### src/logic/mcktc_pkg.sv
// package of constants for the main clock and tick controller
// Notes on behaviour
// - slow select 0: cpu clock at full rate
// - slow divider codes divide by 2,4,8,16
// - bit 7 routes cpu clock to pin
// - clock-out pin stops in active halt
// - tick period 16000/32000/80000/200000 oscillator cycles
// - new tick select applies from next period
// - tick flag bit 0 set each period
// - reading control register clears tick flag
// - tick with enable raises interrupt request
// - enable set makes halt become active halt
// - wait keeps running, tick wakes from wait
// - active halt: counter runs, registers frozen except tick flag
// - full halt freezes all, tick cannot wake
// - divider and timer run independently; clock-out follows the divider pulses
// - beeper drives one of three tones
// - beep codes off, 2k, 1k, 500 Hz
// - control register at 002Ch, resets zero
package mcktc_pkg;
   // register addresses
   localparam logic [7:0] ADDR_CTRL_STATUS = 8'h2C;
   localparam logic [7:0] ADDR_BEEP_CTRL   = 8'h2D;
   localparam logic [7:0] CTRL_RESET       = 8'h00;
   localparam logic [7:0] BEEP_RESET       = 8'h00;
   // control/status field positions
   localparam int BIT_CLK_OUT   = 7;
   localparam int BIT_DIV_HI    = 6;
   localparam int BIT_DIV_LO    = 5;
   localparam int BIT_SLOW      = 4;
   localparam int BIT_TB_HI     = 3;
   localparam int BIT_TB_LO     = 2;
   localparam int BIT_TICK_IE   = 1;
   localparam int BIT_TICK_FLAG = 0;
   // tick periods in oscillator cycles
   localparam logic [17:0] TB_PERIOD_0 = 18'h0_3E80;
   localparam logic [17:0] TB_PERIOD_1 = 18'h0_7D00;
   localparam logic [17:0] TB_PERIOD_2 = 18'h1_3880;
   localparam logic [17:0] TB_PERIOD_3 = 18'h3_0D40;
   // cpu divider terminal counts: divide by 2, 4, 8, 16
   localparam logic [3:0]  CPU_DIV_LIM_0 = 4'h1;
   localparam logic [3:0]  CPU_DIV_LIM_1 = 4'h3;
   localparam logic [3:0]  CPU_DIV_LIM_2 = 4'h7;
   localparam logic [3:0]  CPU_DIV_LIM_3 = 4'hF;
   // beep half periods at 8 MHz: 2 kHz, 1 kHz, 500 Hz
   localparam logic [13:0] BEEP_HALF_1 = 14'h07D0;
   localparam logic [13:0] BEEP_HALF_2 = 14'h0FA0;
   localparam logic [13:0] BEEP_HALF_3 = 14'h1F40;
   // power modes seen by the clock controller
   typedef enum logic [1:0] {PM_RUN, PM_WAIT, PM_ACTIVE_HALT, PM_HALT} mcktc_pm_e;
endpackage

### src/logic/mcktc_cfg_if.sv
// interface carrying the control settings to the clock divider
`timescale 1ns/1ps
interface mcktc_cfg_if;
   logic       slow_mode_select;
   logic [1:0] slow_divider_field;
   logic       run;
   logic       cpu_clk_en;
   modport ctrl (output slow_mode_select, output slow_divider_field, output run,
                 input cpu_clk_en);
   modport div  (input slow_mode_select, input slow_divider_field, input run,
                 output cpu_clk_en);
endinterface

### src/logic/mcktc_cpu_div.sv
// cpu clock divider producing a one-cycle clock enable
`timescale 1ns/1ps
module mcktc_cpu_div
(
   // clock and reset
   input wire logic sys_clk,
   input wire logic nrst,
   // settings and result
   mcktc_cfg_if.div cfg
);
   logic [3:0] cnt_r;
   logic [3:0] lim;

   // divide-by limit minus one: 1,3,7,15
   always_comb
   begin
      unique case (cfg.slow_divider_field)
         2'b00: lim = mcktc_pkg::CPU_DIV_LIM_0;
         2'b01: lim = mcktc_pkg::CPU_DIV_LIM_1;
         2'b10: lim = mcktc_pkg::CPU_DIV_LIM_2;
         2'b11: lim = mcktc_pkg::CPU_DIV_LIM_3;
      endcase
   end

   // counter runs only in slow mode outside both halts, else held at zero
   always_ff @(posedge sys_clk)
   begin
      if (!nrst || !cfg.slow_mode_select || !cfg.run)
         cnt_r <= 4'h0;
      else if (cnt_r >= lim)
         cnt_r <= 4'h0;
      else
         cnt_r <= cnt_r + 4'h1;
   end

   // full rate in normal mode, one pulse per period in slow mode
   always_ff @(posedge sys_clk)
   begin
      if (!nrst)
         cfg.cpu_clk_en <= 1'b0;
      else
         cfg.cpu_clk_en <= cfg.run & (!cfg.slow_mode_select | (cnt_r >= lim));
   end
endmodule // mcktc_cpu_div

### src/logic/mcktc_top.sv
// main clock controller: cpu clock divider, clock out, tick timer, beeper
`timescale 1ns/1ps
module mcktc_top
(
   // clock and reset
   input  wire logic       sys_clk,
   input  wire logic       nrst,
   // register port
   input  wire logic [7:0] addr,
   input  wire logic [7:0] wdata,
   input  wire logic       wr,
   input  wire logic       rd,
   output logic      [7:0] rdata,
   // power mode control from the core
   input  wire logic       wait_req,
   input  wire logic       halt_req,
   input  wire logic       wakeup_ext,
   output logic      [1:0] power_mode,
   // clocks and events out
   output logic            cpu_clk_en,
   output logic            cpu_clk_out,
   output logic            clk_out_oe,
   output logic            tick_irq,
   output logic            beep_out,
   output logic            beep_oe
);
   localparam logic [1:0] BEEP_RST = mcktc_pkg::BEEP_RESET[1:0];
   logic [7:0]          ctrl_r;
   logic [1:0]          beep_ctrl_r;
   logic [17:0]         tb_cnt_r;
   logic [17:0]         tb_limit_r;
   logic                tick;
   logic [13:0]         beep_cnt_r;
   logic [13:0]         beep_half;
   mcktc_pkg::mcktc_pm_e pm_r;
   logic                regs_live;
   logic [17:0]         tb_sel_limit;
   logic                cpu_pulse;

   mcktc_cfg_if cfg ();

   // registers are only writable while the core runs
   assign regs_live = (pm_r == mcktc_pkg::PM_RUN) || (pm_r == mcktc_pkg::PM_WAIT);

   // settings to divider; halts stop cpu clocks
   assign cfg.slow_mode_select   = ctrl_r[mcktc_pkg::BIT_SLOW];
   assign cfg.slow_divider_field = ctrl_r[mcktc_pkg::BIT_DIV_HI:mcktc_pkg::BIT_DIV_LO];
   assign cfg.run                = regs_live;
   assign cpu_pulse              = cfg.cpu_clk_en;

   mcktc_cpu_div u_div
   (
      .sys_clk (sys_clk),
      .nrst    (nrst),
      .cfg     (cfg)
   );

   // time-base period selection
   always_comb
   begin
      unique case (ctrl_r[mcktc_pkg::BIT_TB_HI:mcktc_pkg::BIT_TB_LO])
         2'b00: tb_sel_limit = mcktc_pkg::TB_PERIOD_0;
         2'b01: tb_sel_limit = mcktc_pkg::TB_PERIOD_1;
         2'b10: tb_sel_limit = mcktc_pkg::TB_PERIOD_2;
         2'b11: tb_sel_limit = mcktc_pkg::TB_PERIOD_3;
      endcase
   end

   // tick at the last cycle of the active period
   assign tick = (pm_r != mcktc_pkg::PM_HALT) && (tb_cnt_r == tb_limit_r - 18'h1);

   // free-running counter; limit latched only at period end so changes wait
   always_ff @(posedge sys_clk)
   begin
      if (!nrst)
      begin
         tb_cnt_r   <= 18'h0;
         tb_limit_r <= mcktc_pkg::TB_PERIOD_0;
      end
      else if (pm_r == mcktc_pkg::PM_HALT)
         tb_cnt_r <= tb_cnt_r;
      else if (tick)
      begin
         tb_cnt_r   <= 18'h0;
         tb_limit_r <= tb_sel_limit;
      end
      else
         tb_cnt_r <= tb_cnt_r + 18'h1;
   end

   // power mode sequencer
   always_ff @(posedge sys_clk)
   begin
      if (!nrst)
         pm_r <= mcktc_pkg::PM_RUN;
      else
      begin
         unique case (pm_r)
            mcktc_pkg::PM_RUN:
            begin
               if (halt_req)
                  pm_r <= ctrl_r[mcktc_pkg::BIT_TICK_IE] ? mcktc_pkg::PM_ACTIVE_HALT
                                                         : mcktc_pkg::PM_HALT;
               else if (wait_req)
                  pm_r <= mcktc_pkg::PM_WAIT;
            end
            mcktc_pkg::PM_WAIT:
               if (wakeup_ext || (tick && ctrl_r[mcktc_pkg::BIT_TICK_IE]))
                  pm_r <= mcktc_pkg::PM_RUN;
            mcktc_pkg::PM_ACTIVE_HALT:
               if (wakeup_ext || (tick && ctrl_r[mcktc_pkg::BIT_TICK_IE]))
                  pm_r <= mcktc_pkg::PM_RUN;
            mcktc_pkg::PM_HALT:
               if (wakeup_ext)
                  pm_r <= mcktc_pkg::PM_RUN;
         endcase
      end
   end

   // control register; frozen in either halt except the tick flag, read clears flag unless tick coincides
   always_ff @(posedge sys_clk)
   begin
      if (!nrst)
         ctrl_r <= mcktc_pkg::CTRL_RESET;
      else
      begin
         if (regs_live && wr && addr == mcktc_pkg::ADDR_CTRL_STATUS)
            ctrl_r[7:1] <= wdata[7:1];  // flag is not writable
         if (tick)
            ctrl_r[mcktc_pkg::BIT_TICK_FLAG] <= 1'b1;
         else if (regs_live && rd && addr == mcktc_pkg::ADDR_CTRL_STATUS)
            ctrl_r[mcktc_pkg::BIT_TICK_FLAG] <= 1'b0;
      end
   end

   // beep control register, reserved bits ignored
   always_ff @(posedge sys_clk)
   begin
      if (!nrst)
         beep_ctrl_r <= BEEP_RST;
      else if (regs_live && wr && addr == mcktc_pkg::ADDR_BEEP_CTRL)
         beep_ctrl_r <= wdata[1:0];
   end

   // read data one cycle later; unmapped reads zero
   always_ff @(posedge sys_clk)
   begin
      if (!nrst)
         rdata <= 8'h00;
      else if (rd && addr == mcktc_pkg::ADDR_CTRL_STATUS)
         rdata <= ctrl_r;
      else if (rd && addr == mcktc_pkg::ADDR_BEEP_CTRL)
         rdata <= {6'h00, beep_ctrl_r};
      else
         rdata <= 8'h00;
   end

   // beep half period by code
   always_comb
   begin
      unique case (beep_ctrl_r)
         2'b01:   beep_half = mcktc_pkg::BEEP_HALF_1;
         2'b10:   beep_half = mcktc_pkg::BEEP_HALF_2;
         2'b11:   beep_half = mcktc_pkg::BEEP_HALF_3;
         default: beep_half = mcktc_pkg::BEEP_HALF_1;
      endcase
   end

   // square wave at 50% duty; still runs in active halt, stops in full halt
   always_ff @(posedge sys_clk)
   begin
      if (!nrst || beep_ctrl_r == 2'b00)
      begin
         beep_cnt_r <= 14'h0;
         beep_out   <= 1'b0;
      end
      else if (pm_r != mcktc_pkg::PM_HALT)
      begin
         if (beep_cnt_r >= beep_half - 14'h1)
         begin
            beep_cnt_r <= 14'h0;
            beep_out   <= ~beep_out;
         end
         else
            beep_cnt_r <= beep_cnt_r + 14'h1;
      end
   end

   // registered outputs: enables, clock out, interrupt, mode
   always_ff @(posedge sys_clk)
   begin
      if (!nrst)
      begin
         beep_oe     <= 1'b0;
         clk_out_oe  <= 1'b0;
         cpu_clk_out <= 1'b0;
         cpu_clk_en  <= 1'b0;
         tick_irq    <= 1'b0;
         power_mode  <= 2'b00;
      end
      else
      begin
         beep_oe    <= (beep_ctrl_r != 2'b00);
         clk_out_oe <= ctrl_r[mcktc_pkg::BIT_CLK_OUT];
         // clock out toggles on cpu pulses, which stop in both halts
         if (ctrl_r[mcktc_pkg::BIT_CLK_OUT] && cpu_pulse && regs_live)
            cpu_clk_out <= ~cpu_clk_out;
         cpu_clk_en <= cpu_pulse;
         tick_irq   <= tick && ctrl_r[mcktc_pkg::BIT_TICK_IE];
         power_mode <= pm_r;
      end
   end
endmodule // mcktc_top

### config.mk
export PLATFORM = sky130hd
export DESIGN_NAME = mcktc_top
export DESIGN_NICKNAME = d
export VERILOG_FILES = /design/src/logic/mcktc_pkg.sv /design/src/logic/mcktc_cfg_if.sv /design/src/logic/mcktc_cpu_div.sv /design/src/logic/mcktc_top.sv
export SDC_FILE = /design/constraint.sdc
export NUM_CORES = 1
export LEC_CHECK = 0
export BUFFER_PORTS_ARGS = -buffer_cell sky130_fd_sc_hd__buf_4
export CORE_MARGIN = 4
export CORE_UTILIZATION = 35
export CTS_CLUSTER_DIAMETER = 200
export DETAILED_ROUTE_END_ITERATION = 6
export HOLD_SLACK_MARGIN = 0.06
export PLACE_DENSITY = 0.52
export SETUP_SLACK_MARGIN = 0.15
export SYNTH_ARGS = -nofsm -noshare
export SYNTH_HDL_FRONTEND = slang
export SYNTH_SLANG_ARGS = --single-unit
### constraint.sdc
create_clock -name sys_clk -period 2.8 [get_ports sys_clk]
set_input_delay 0 -clock sys_clk [delete_from_list [all_inputs] [get_ports sys_clk]]
set_output_delay 0 -clock sys_clk [all_outputs]
set_load 0.05 [all_outputs]
==> run metrics, run 1 <==
status finished, final reports clean; Mapped Area 3500 sq um; Synth top cells by count 73 x dfxtp_1, 53 x nor2_1, 31 x nand2_1; IO buf count 38; Seq pwr share 45.7%; Clk pwr share 42.5%; sw power 0.601 mW; Top Ports 39; switch share 25.1%; Die X 108 microns; Required @ worst endpoint 3.04 ns; H-Tree Depth 3; sequential area share after synthesis 41.8%; Mapped Nets 434; final wirelength 7.79 mm; post-cts resize count 0; initial antenna violation count 0; vias in the first global route 2700; layout cells sized above 1 16.5%; detailed-route DRC error count 0; PwrDens 562 nW/um^2; Worst Tran Pin Value 0.757 ns; Final Slew Violations 0; Starting Density 35.8%; Setup-failing EPs final 0; dominant synthesized flop cell dfxtp_1; RSZ-0062 raised after global routing no; DR iter-0 viols 84; die footprint 11700 sq um; total grt overflow 0; vias per std cell 4.81; CTS buffer count 9; largest net degree at the start of global routing 27; Max Cap Viol 0; critical path peak fanout 9; RePlAce Congestion 0.772; top-area cell type share of the netlist area 41.8%; startpoint types flip-flop; hold_ws 0.0915 ns; Total Routing Usage GR 14.4%; fmax 449 MHz; endpoints failing hold 0; Worst-path clk slew 0.08 ns; Worst EP arrival 2.47 ns; TritonRoute pass-1 iters 4; P_int 1.80 mW; clk sinks 73; Syn Area/Cell 8.88 sq um; root buffer cell clkbuf_8; Max-slew headroom 49.3%; Leakage Power 1.63 nW; Gate power share 11.8%; Yosys reg bits 73; Critical Path Sink Type flip-flop; Synth area leaders dfxtp_1 42%, ha_1 6.1%, nor2_1 5.7%; vias 2797; setup bufs post-CTS 0; worst vdd ir 0.000244 V; routed len/inst 13.4 microns; Final HPWL DP 5.54 mm; Final min period 2.23 ns; Post-synth EDFFs 0; Mapped Cells 394; Synth Warn # 0; post-synthesis cell type count 59; HP Class in2reg; core box area 9770 sq um; CTS tree done; Chip Height 108 microns; Crit Path Class reg2reg; std cell rows 36; Final Cycle Share 79.6%; first-pass GRT wire length 13.3 mm; DRT antenna net count 0; Clock Skew 0.00916 ns; most frequent cell after synthesis dfxtp_1; Layout Nets 483; Setup TNS 0 ns; clk_lat worst skew 0.35 ns; ant diodes 0; clock tree buffer depth 2; async set-reset flop share out of synthesis 0%; post-synth top area cell dfxtp_1; P&R area growth vs syn 22.1%
==> logic make-up after synthesis <==
group / share of synthesized area [%]
muxes: 3.43
xor gates and xnor gates: 8.76
AOI/OAI and AO/OA: 11.4
DFF: 41.8
adders and majority gates: 6.08
and+or+nand+nor: 24.8
buffers and inverters: 3.75
==> power groups by stage <==
stage | Sequential [mW] | Clock [mW] | Combinational, mW
2_1_floorplan | 1.14 | 0 | 0.173
3_3_place_gp | 1.12 | 0 | 0.269
3_5_place_dp | 1.12 | 0 | 0.273
4_1_cts | 1.10 | 1.05 | 0.288
5_1_grt | 1.10 | 1.09 | 0.317
6_report | 1.10 | 1.02 | 0.283
==> layer usage <==
metal | vias to the layer above | track usage (%) | share of wire (%)
met2 | 44 | 22.3 | 45
met3 | 11 | 3.28 | 3.9
li1 | 1463 | - | -
met4 | 0 | 6.94 | 2.0
met1 | 1279 | 19.0 | 49
met5 | - | 0 | 0
==> critical path: stages (launching register included) <==
cell and delay, ns:
dfxtp_1 0.39, inv_1 0.08, ha_1 0.30, xnor2_1 0.14
nor4_2 0.34, o211a_1 0.40, a31oi_4 0.15, mux2_4 0.31
==> worst paths after layout <==
check                       start        endpoint  slack, ns  cells after the start
min                            wr  beep_ctrl_r[0]       0.09                      5
max                 tb_limit_r[6]         pm_r[1]       0.57                      7
max reg2reg         tb_limit_r[6]         pm_r[1]       0.57                      7
min reg2reg  u_div.cfg.cpu_clk_en      cpu_clk_en       0.47                      1
==> registers in the layout (all words and copies together) (netlist names), 2 cells and up <==
register,flops
tb_cnt_r,18
tb_limit_r,8
beep_ctrl_r,2
beep_cnt_r,14
u_div.cnt_r,4
pm_r,2
rdata,8
power_mode,2
ctrl_r,8
==> per-stage QoR <==
step	power, mW	cell area (sq um)	cells	util, %	setup WS [ns]
floorplan	1.32	3500	394	-	0.771
global placement	1.39	3900	552	39.9	0.647
detailed placement	1.39	3900	552	39.9	0.573
CTS	2.43	4270	581	43.7	0.571
global route	2.51	4270	581	43.7	0.318
finish	2.40	4270	581	43.7	0.571
==> cells in the final DEF, fill, tap and decap left out, types with 3 or more instances in the layout <==
cell	n
nor3_1	14
nand2_1	31
nor4_1	7
nor2b_1	3
a211oi_1	3
and3_1	4
inv_1	15
nand4_1	8
and2_1	5
nor2_1	53
xor2_1	17
a21oi_1	17
nand3b_1	3
mux2i_1	9
nor3b_1	5
bufinv_16	3
o21ai_0	13
buf_4	41
clkbuf_8	9
dlygate4sd3_1	13
ha_1	17
nand3_1	19
dfxtp_1	73
xnor2_1	18
o21ai_1	3
==> cell type report <==
type	instances	area (sq um)
repair buffers	54	438
clock buffers	10	128
clock inverters	6	115
well taps	133	166
inverters	15	56.3
flip-flops and latches	73	1460
fillers	983	5500
multi-input cells	290	1910
==> timing repair <==
item	CTS	global route
hold endpoints to repair	25	0
hold buffers	13	0
setup endpoints to repair	0	0
(Power assumes the default switching activity.)
==> run 2, diff against run 1 <==
Settings changed: ABC_AREA set to 1.
Clock period 2.8 ns to 2.3 ns, I/O delays scaled along.
==> run 2 against run 1 <==
Against the previous run: register-to-register slack lost 0.25 ns; global-route usage increased by 0.51 points; count of clock-buffer cells in the layout is 1 higher; first-iteration DRC count up 70%; synthesized cell count rose by 24%; cell area up 5.7%; clock power grew 34%; area after synthesis rose by 4.5%; power rose by 27%; sequential cell count is the same; die area increased by 4.2%; critical path depth is 1 higher; largest power group is now clock; highest routed layer unchanged.
==> run metrics, run 2 <==
Chip Height 110 microns; Starting Density 35.7%; TritonRoute pass-1 iters 4; Layout fillers 1028; Setup TNS 0 ns; sequential area share after synthesis 40.0%; std cell rows 37; worst vdd ir 0.000335 V; Synth area leaders dfxtp_1 40%, nand2_1 8.7%, nor2_1 7.3%; Sequential cell area 1470 sq um; Setup-failing EPs final 0; IO buf count 38; Mapped Area 3660 sq um; switch share 23.7%; Clock Skew 0.00732 ns; Max-slew headroom 72.9%; Gate power share 11.0%; H-Tree Depth 3; core box area 10200 sq um; initial antenna violation count 0; Max Cap Viol 0; Final Cycle Share 86.2%; most frequent cell after synthesis nand2_1; vias in the first global route 3124; Post-synth EDFFs 0; Largest Register tb_cnt_r; most frequent cells in the layout 84 x nand2_1, 70 x nor2_1, 70 x dfxtp_1; critical path peak fanout 4; Worst-path clk slew 0.07 ns; multi-input combinational cell area 1900 sq um; endpoints failing hold 0; CTS tree done; setup bufs post-CTS 0; status finished, final reports clean; die footprint 12100 sq um; DR iter-0 viols 143; RSZ-0062 raised after global routing no; PwrDens 674 nW/um^2; dominant synthesized flop cell dfxtp_1; Die X 110 microns; detailed-route DRC error count 0; Seq pwr share 44.0%; Final Slew Violations 0; Worst Tran Pin Value 0.403 ns; Total Routing Usage GR 14.9%; Worst EP arrival 2.20 ns; root buffer cell clkbuf_8; vias per std cell 4.65; startpoint types flip-flop; top flop regs tb_cnt_r x18, beep_cnt_r x14; Final min period 1.98 ns; top-area cell type share of the netlist area 40.0%; async set-reset flop share out of synthesis 0%; routed len/inst 12.2 microns; P&R area growth vs syn 23.5%; Largest register FFs 18; largest net degree at the start of global routing 30; post-place setup slack 0.109 ns; Critical Path Sink Type flip-flop; Syn Area/Cell 7.49 sq um; Crit Path Class reg2reg; Mapped Cells 488; post-synth top area cell dfxtp_1; Layout Nets 585; clock tree buffer depth 2; Clk pwr share 45.1%; Mapped Nets 528; vias 3193; final wirelength 8.40 mm; Top Ports 39; Leakage Power 1.93 nW; total grt overflow 0; final worst slack 0.318 ns; sw power 0.722 mW; Yosys reg bits 73; post-synthesis cell type count 39; ant diodes 0; HP Class in2reg; most common cell after layout, fill and taps aside nand2_1; fmax 504 MHz; layout cells sized above 1 17.3%; RePlAce Congestion 0.858; DRT antenna net count 0; Final HPWL DP 6.49 mm; CTS buffer count 9; clk_lat worst skew 0.34 ns; clk sinks 73; Synth Warn # 0; Synth top cells by count 85 x nand2_1, 73 x dfxtp_1, 71 x nor2_1; Required @ worst endpoint 2.52 ns; first-pass GRT wire length 14.3 mm; P_int 2.32 mW
==> run 2: cell types whose count changed after synthesis, moves of 6 or more <==
cell      before  now
nand3_1       19   33
nand2_1       31   85
inv_1         15   60
a21oi_1       17   23
xnor2_1       18    6
nor2_1        53   71
mux2i_1        9    0
o21ai_0       13   22
clkbuf_1      11    4
nor2_2         0    9
==> run 2: through the flow <==
step                      power (mW)  cells  utilization [%]  hold slack [ns]  cell area (sq um)
final                           3.05    686             44.1            0.119               4520
after global routing            3.19    686             44.1            0.144               4520
after CTS                       3.07    686             44.0            0.109               4500
after detailed placement        1.68    654             39.7            0.287               4060
after global placement          1.67    654             39.7            0.283               4060
after floorplan                 1.58    488                -            0.138               3660
==> run 2: power groups by stage <==
stage               Sequential, mW  Clock (mW)  Combinational (mW)
floorplan                     1.39           0               0.186
global placement              1.37           0               0.304
detailed placement            1.37           0               0.310
CTS                           1.34        1.41               0.328
global route                  1.35        1.47               0.379
finish                        1.34        1.37               0.333
==> run 2: path summary, 6_finish.rpt <==
path | depth (start not counted) | start | end | slack, ns
setup / recovery | 8 | pm_r[0] | beep_ctrl_r[0] | 0.32
hold / removal | 5 | addr[0] | ctrl_r[0] | 0.12
setup reg to reg | 8 | pm_r[0] | beep_ctrl_r[0] | 0.32
hold reg to reg | 2 | ctrl_r[0] | rdata[0] | 0.46
==> run 2: timing repair <==
item,4_1_cts,5_1_grt
resized for setup,1,7
hold endpoints to repair,15,0
cloned,0,0
hold buffers,16,0
setup endpoints to repair,13,25
==> run 2: cells by family (layout without fill, tap and decap cells) <==
family	after synthesis	count (layout)	synth area share [%]
adder cells (fa/ha/maj)	17	17	5.82
buffers and inverters	75	137	8.59
AO/OA/AOI/OAI	56	56	8.66
AND/OR/NAND/NOR	245	245	31.7
XOR/XNOR	22	22	5.27
flip-flops	73	73	40.0
==> run 2: metal layers <==
layer | global-route usage (%) | up-vias | routed length, microns
li1 | - | 1685 | -
met1 | 19.6 | 1454 | 4120
met2 | 24.4 | 44 | 3980
met3 | 2.74 | 10 | 208
met4 | 5.63 | 0 | 99
met5 | 0 | - | 0
==> run 2: final cells by class <==
class,count,share of cell area (%)
Clock inverter,5,2.77
Timing Repair Buffer,56,10.2
Inverter,65,5.43
Sequential cell,73,32.4
Multi-Input combinational cell,340,42.0
Clock buffer,11,3.35
Tap cell,136,3.77
==> run 2: worst max-delay path, cell delays in order (launching register included) <==
cell and delay [ns]:
dfxtp_1 0.36, inv_1 0.10, ha_1 0.20, nor2_2 0.07, nor2_1 0.18, nand3_1 0.17
o21ai_0 0.18, a21oi_1 0.05, dlygate4sd3_1 0.55
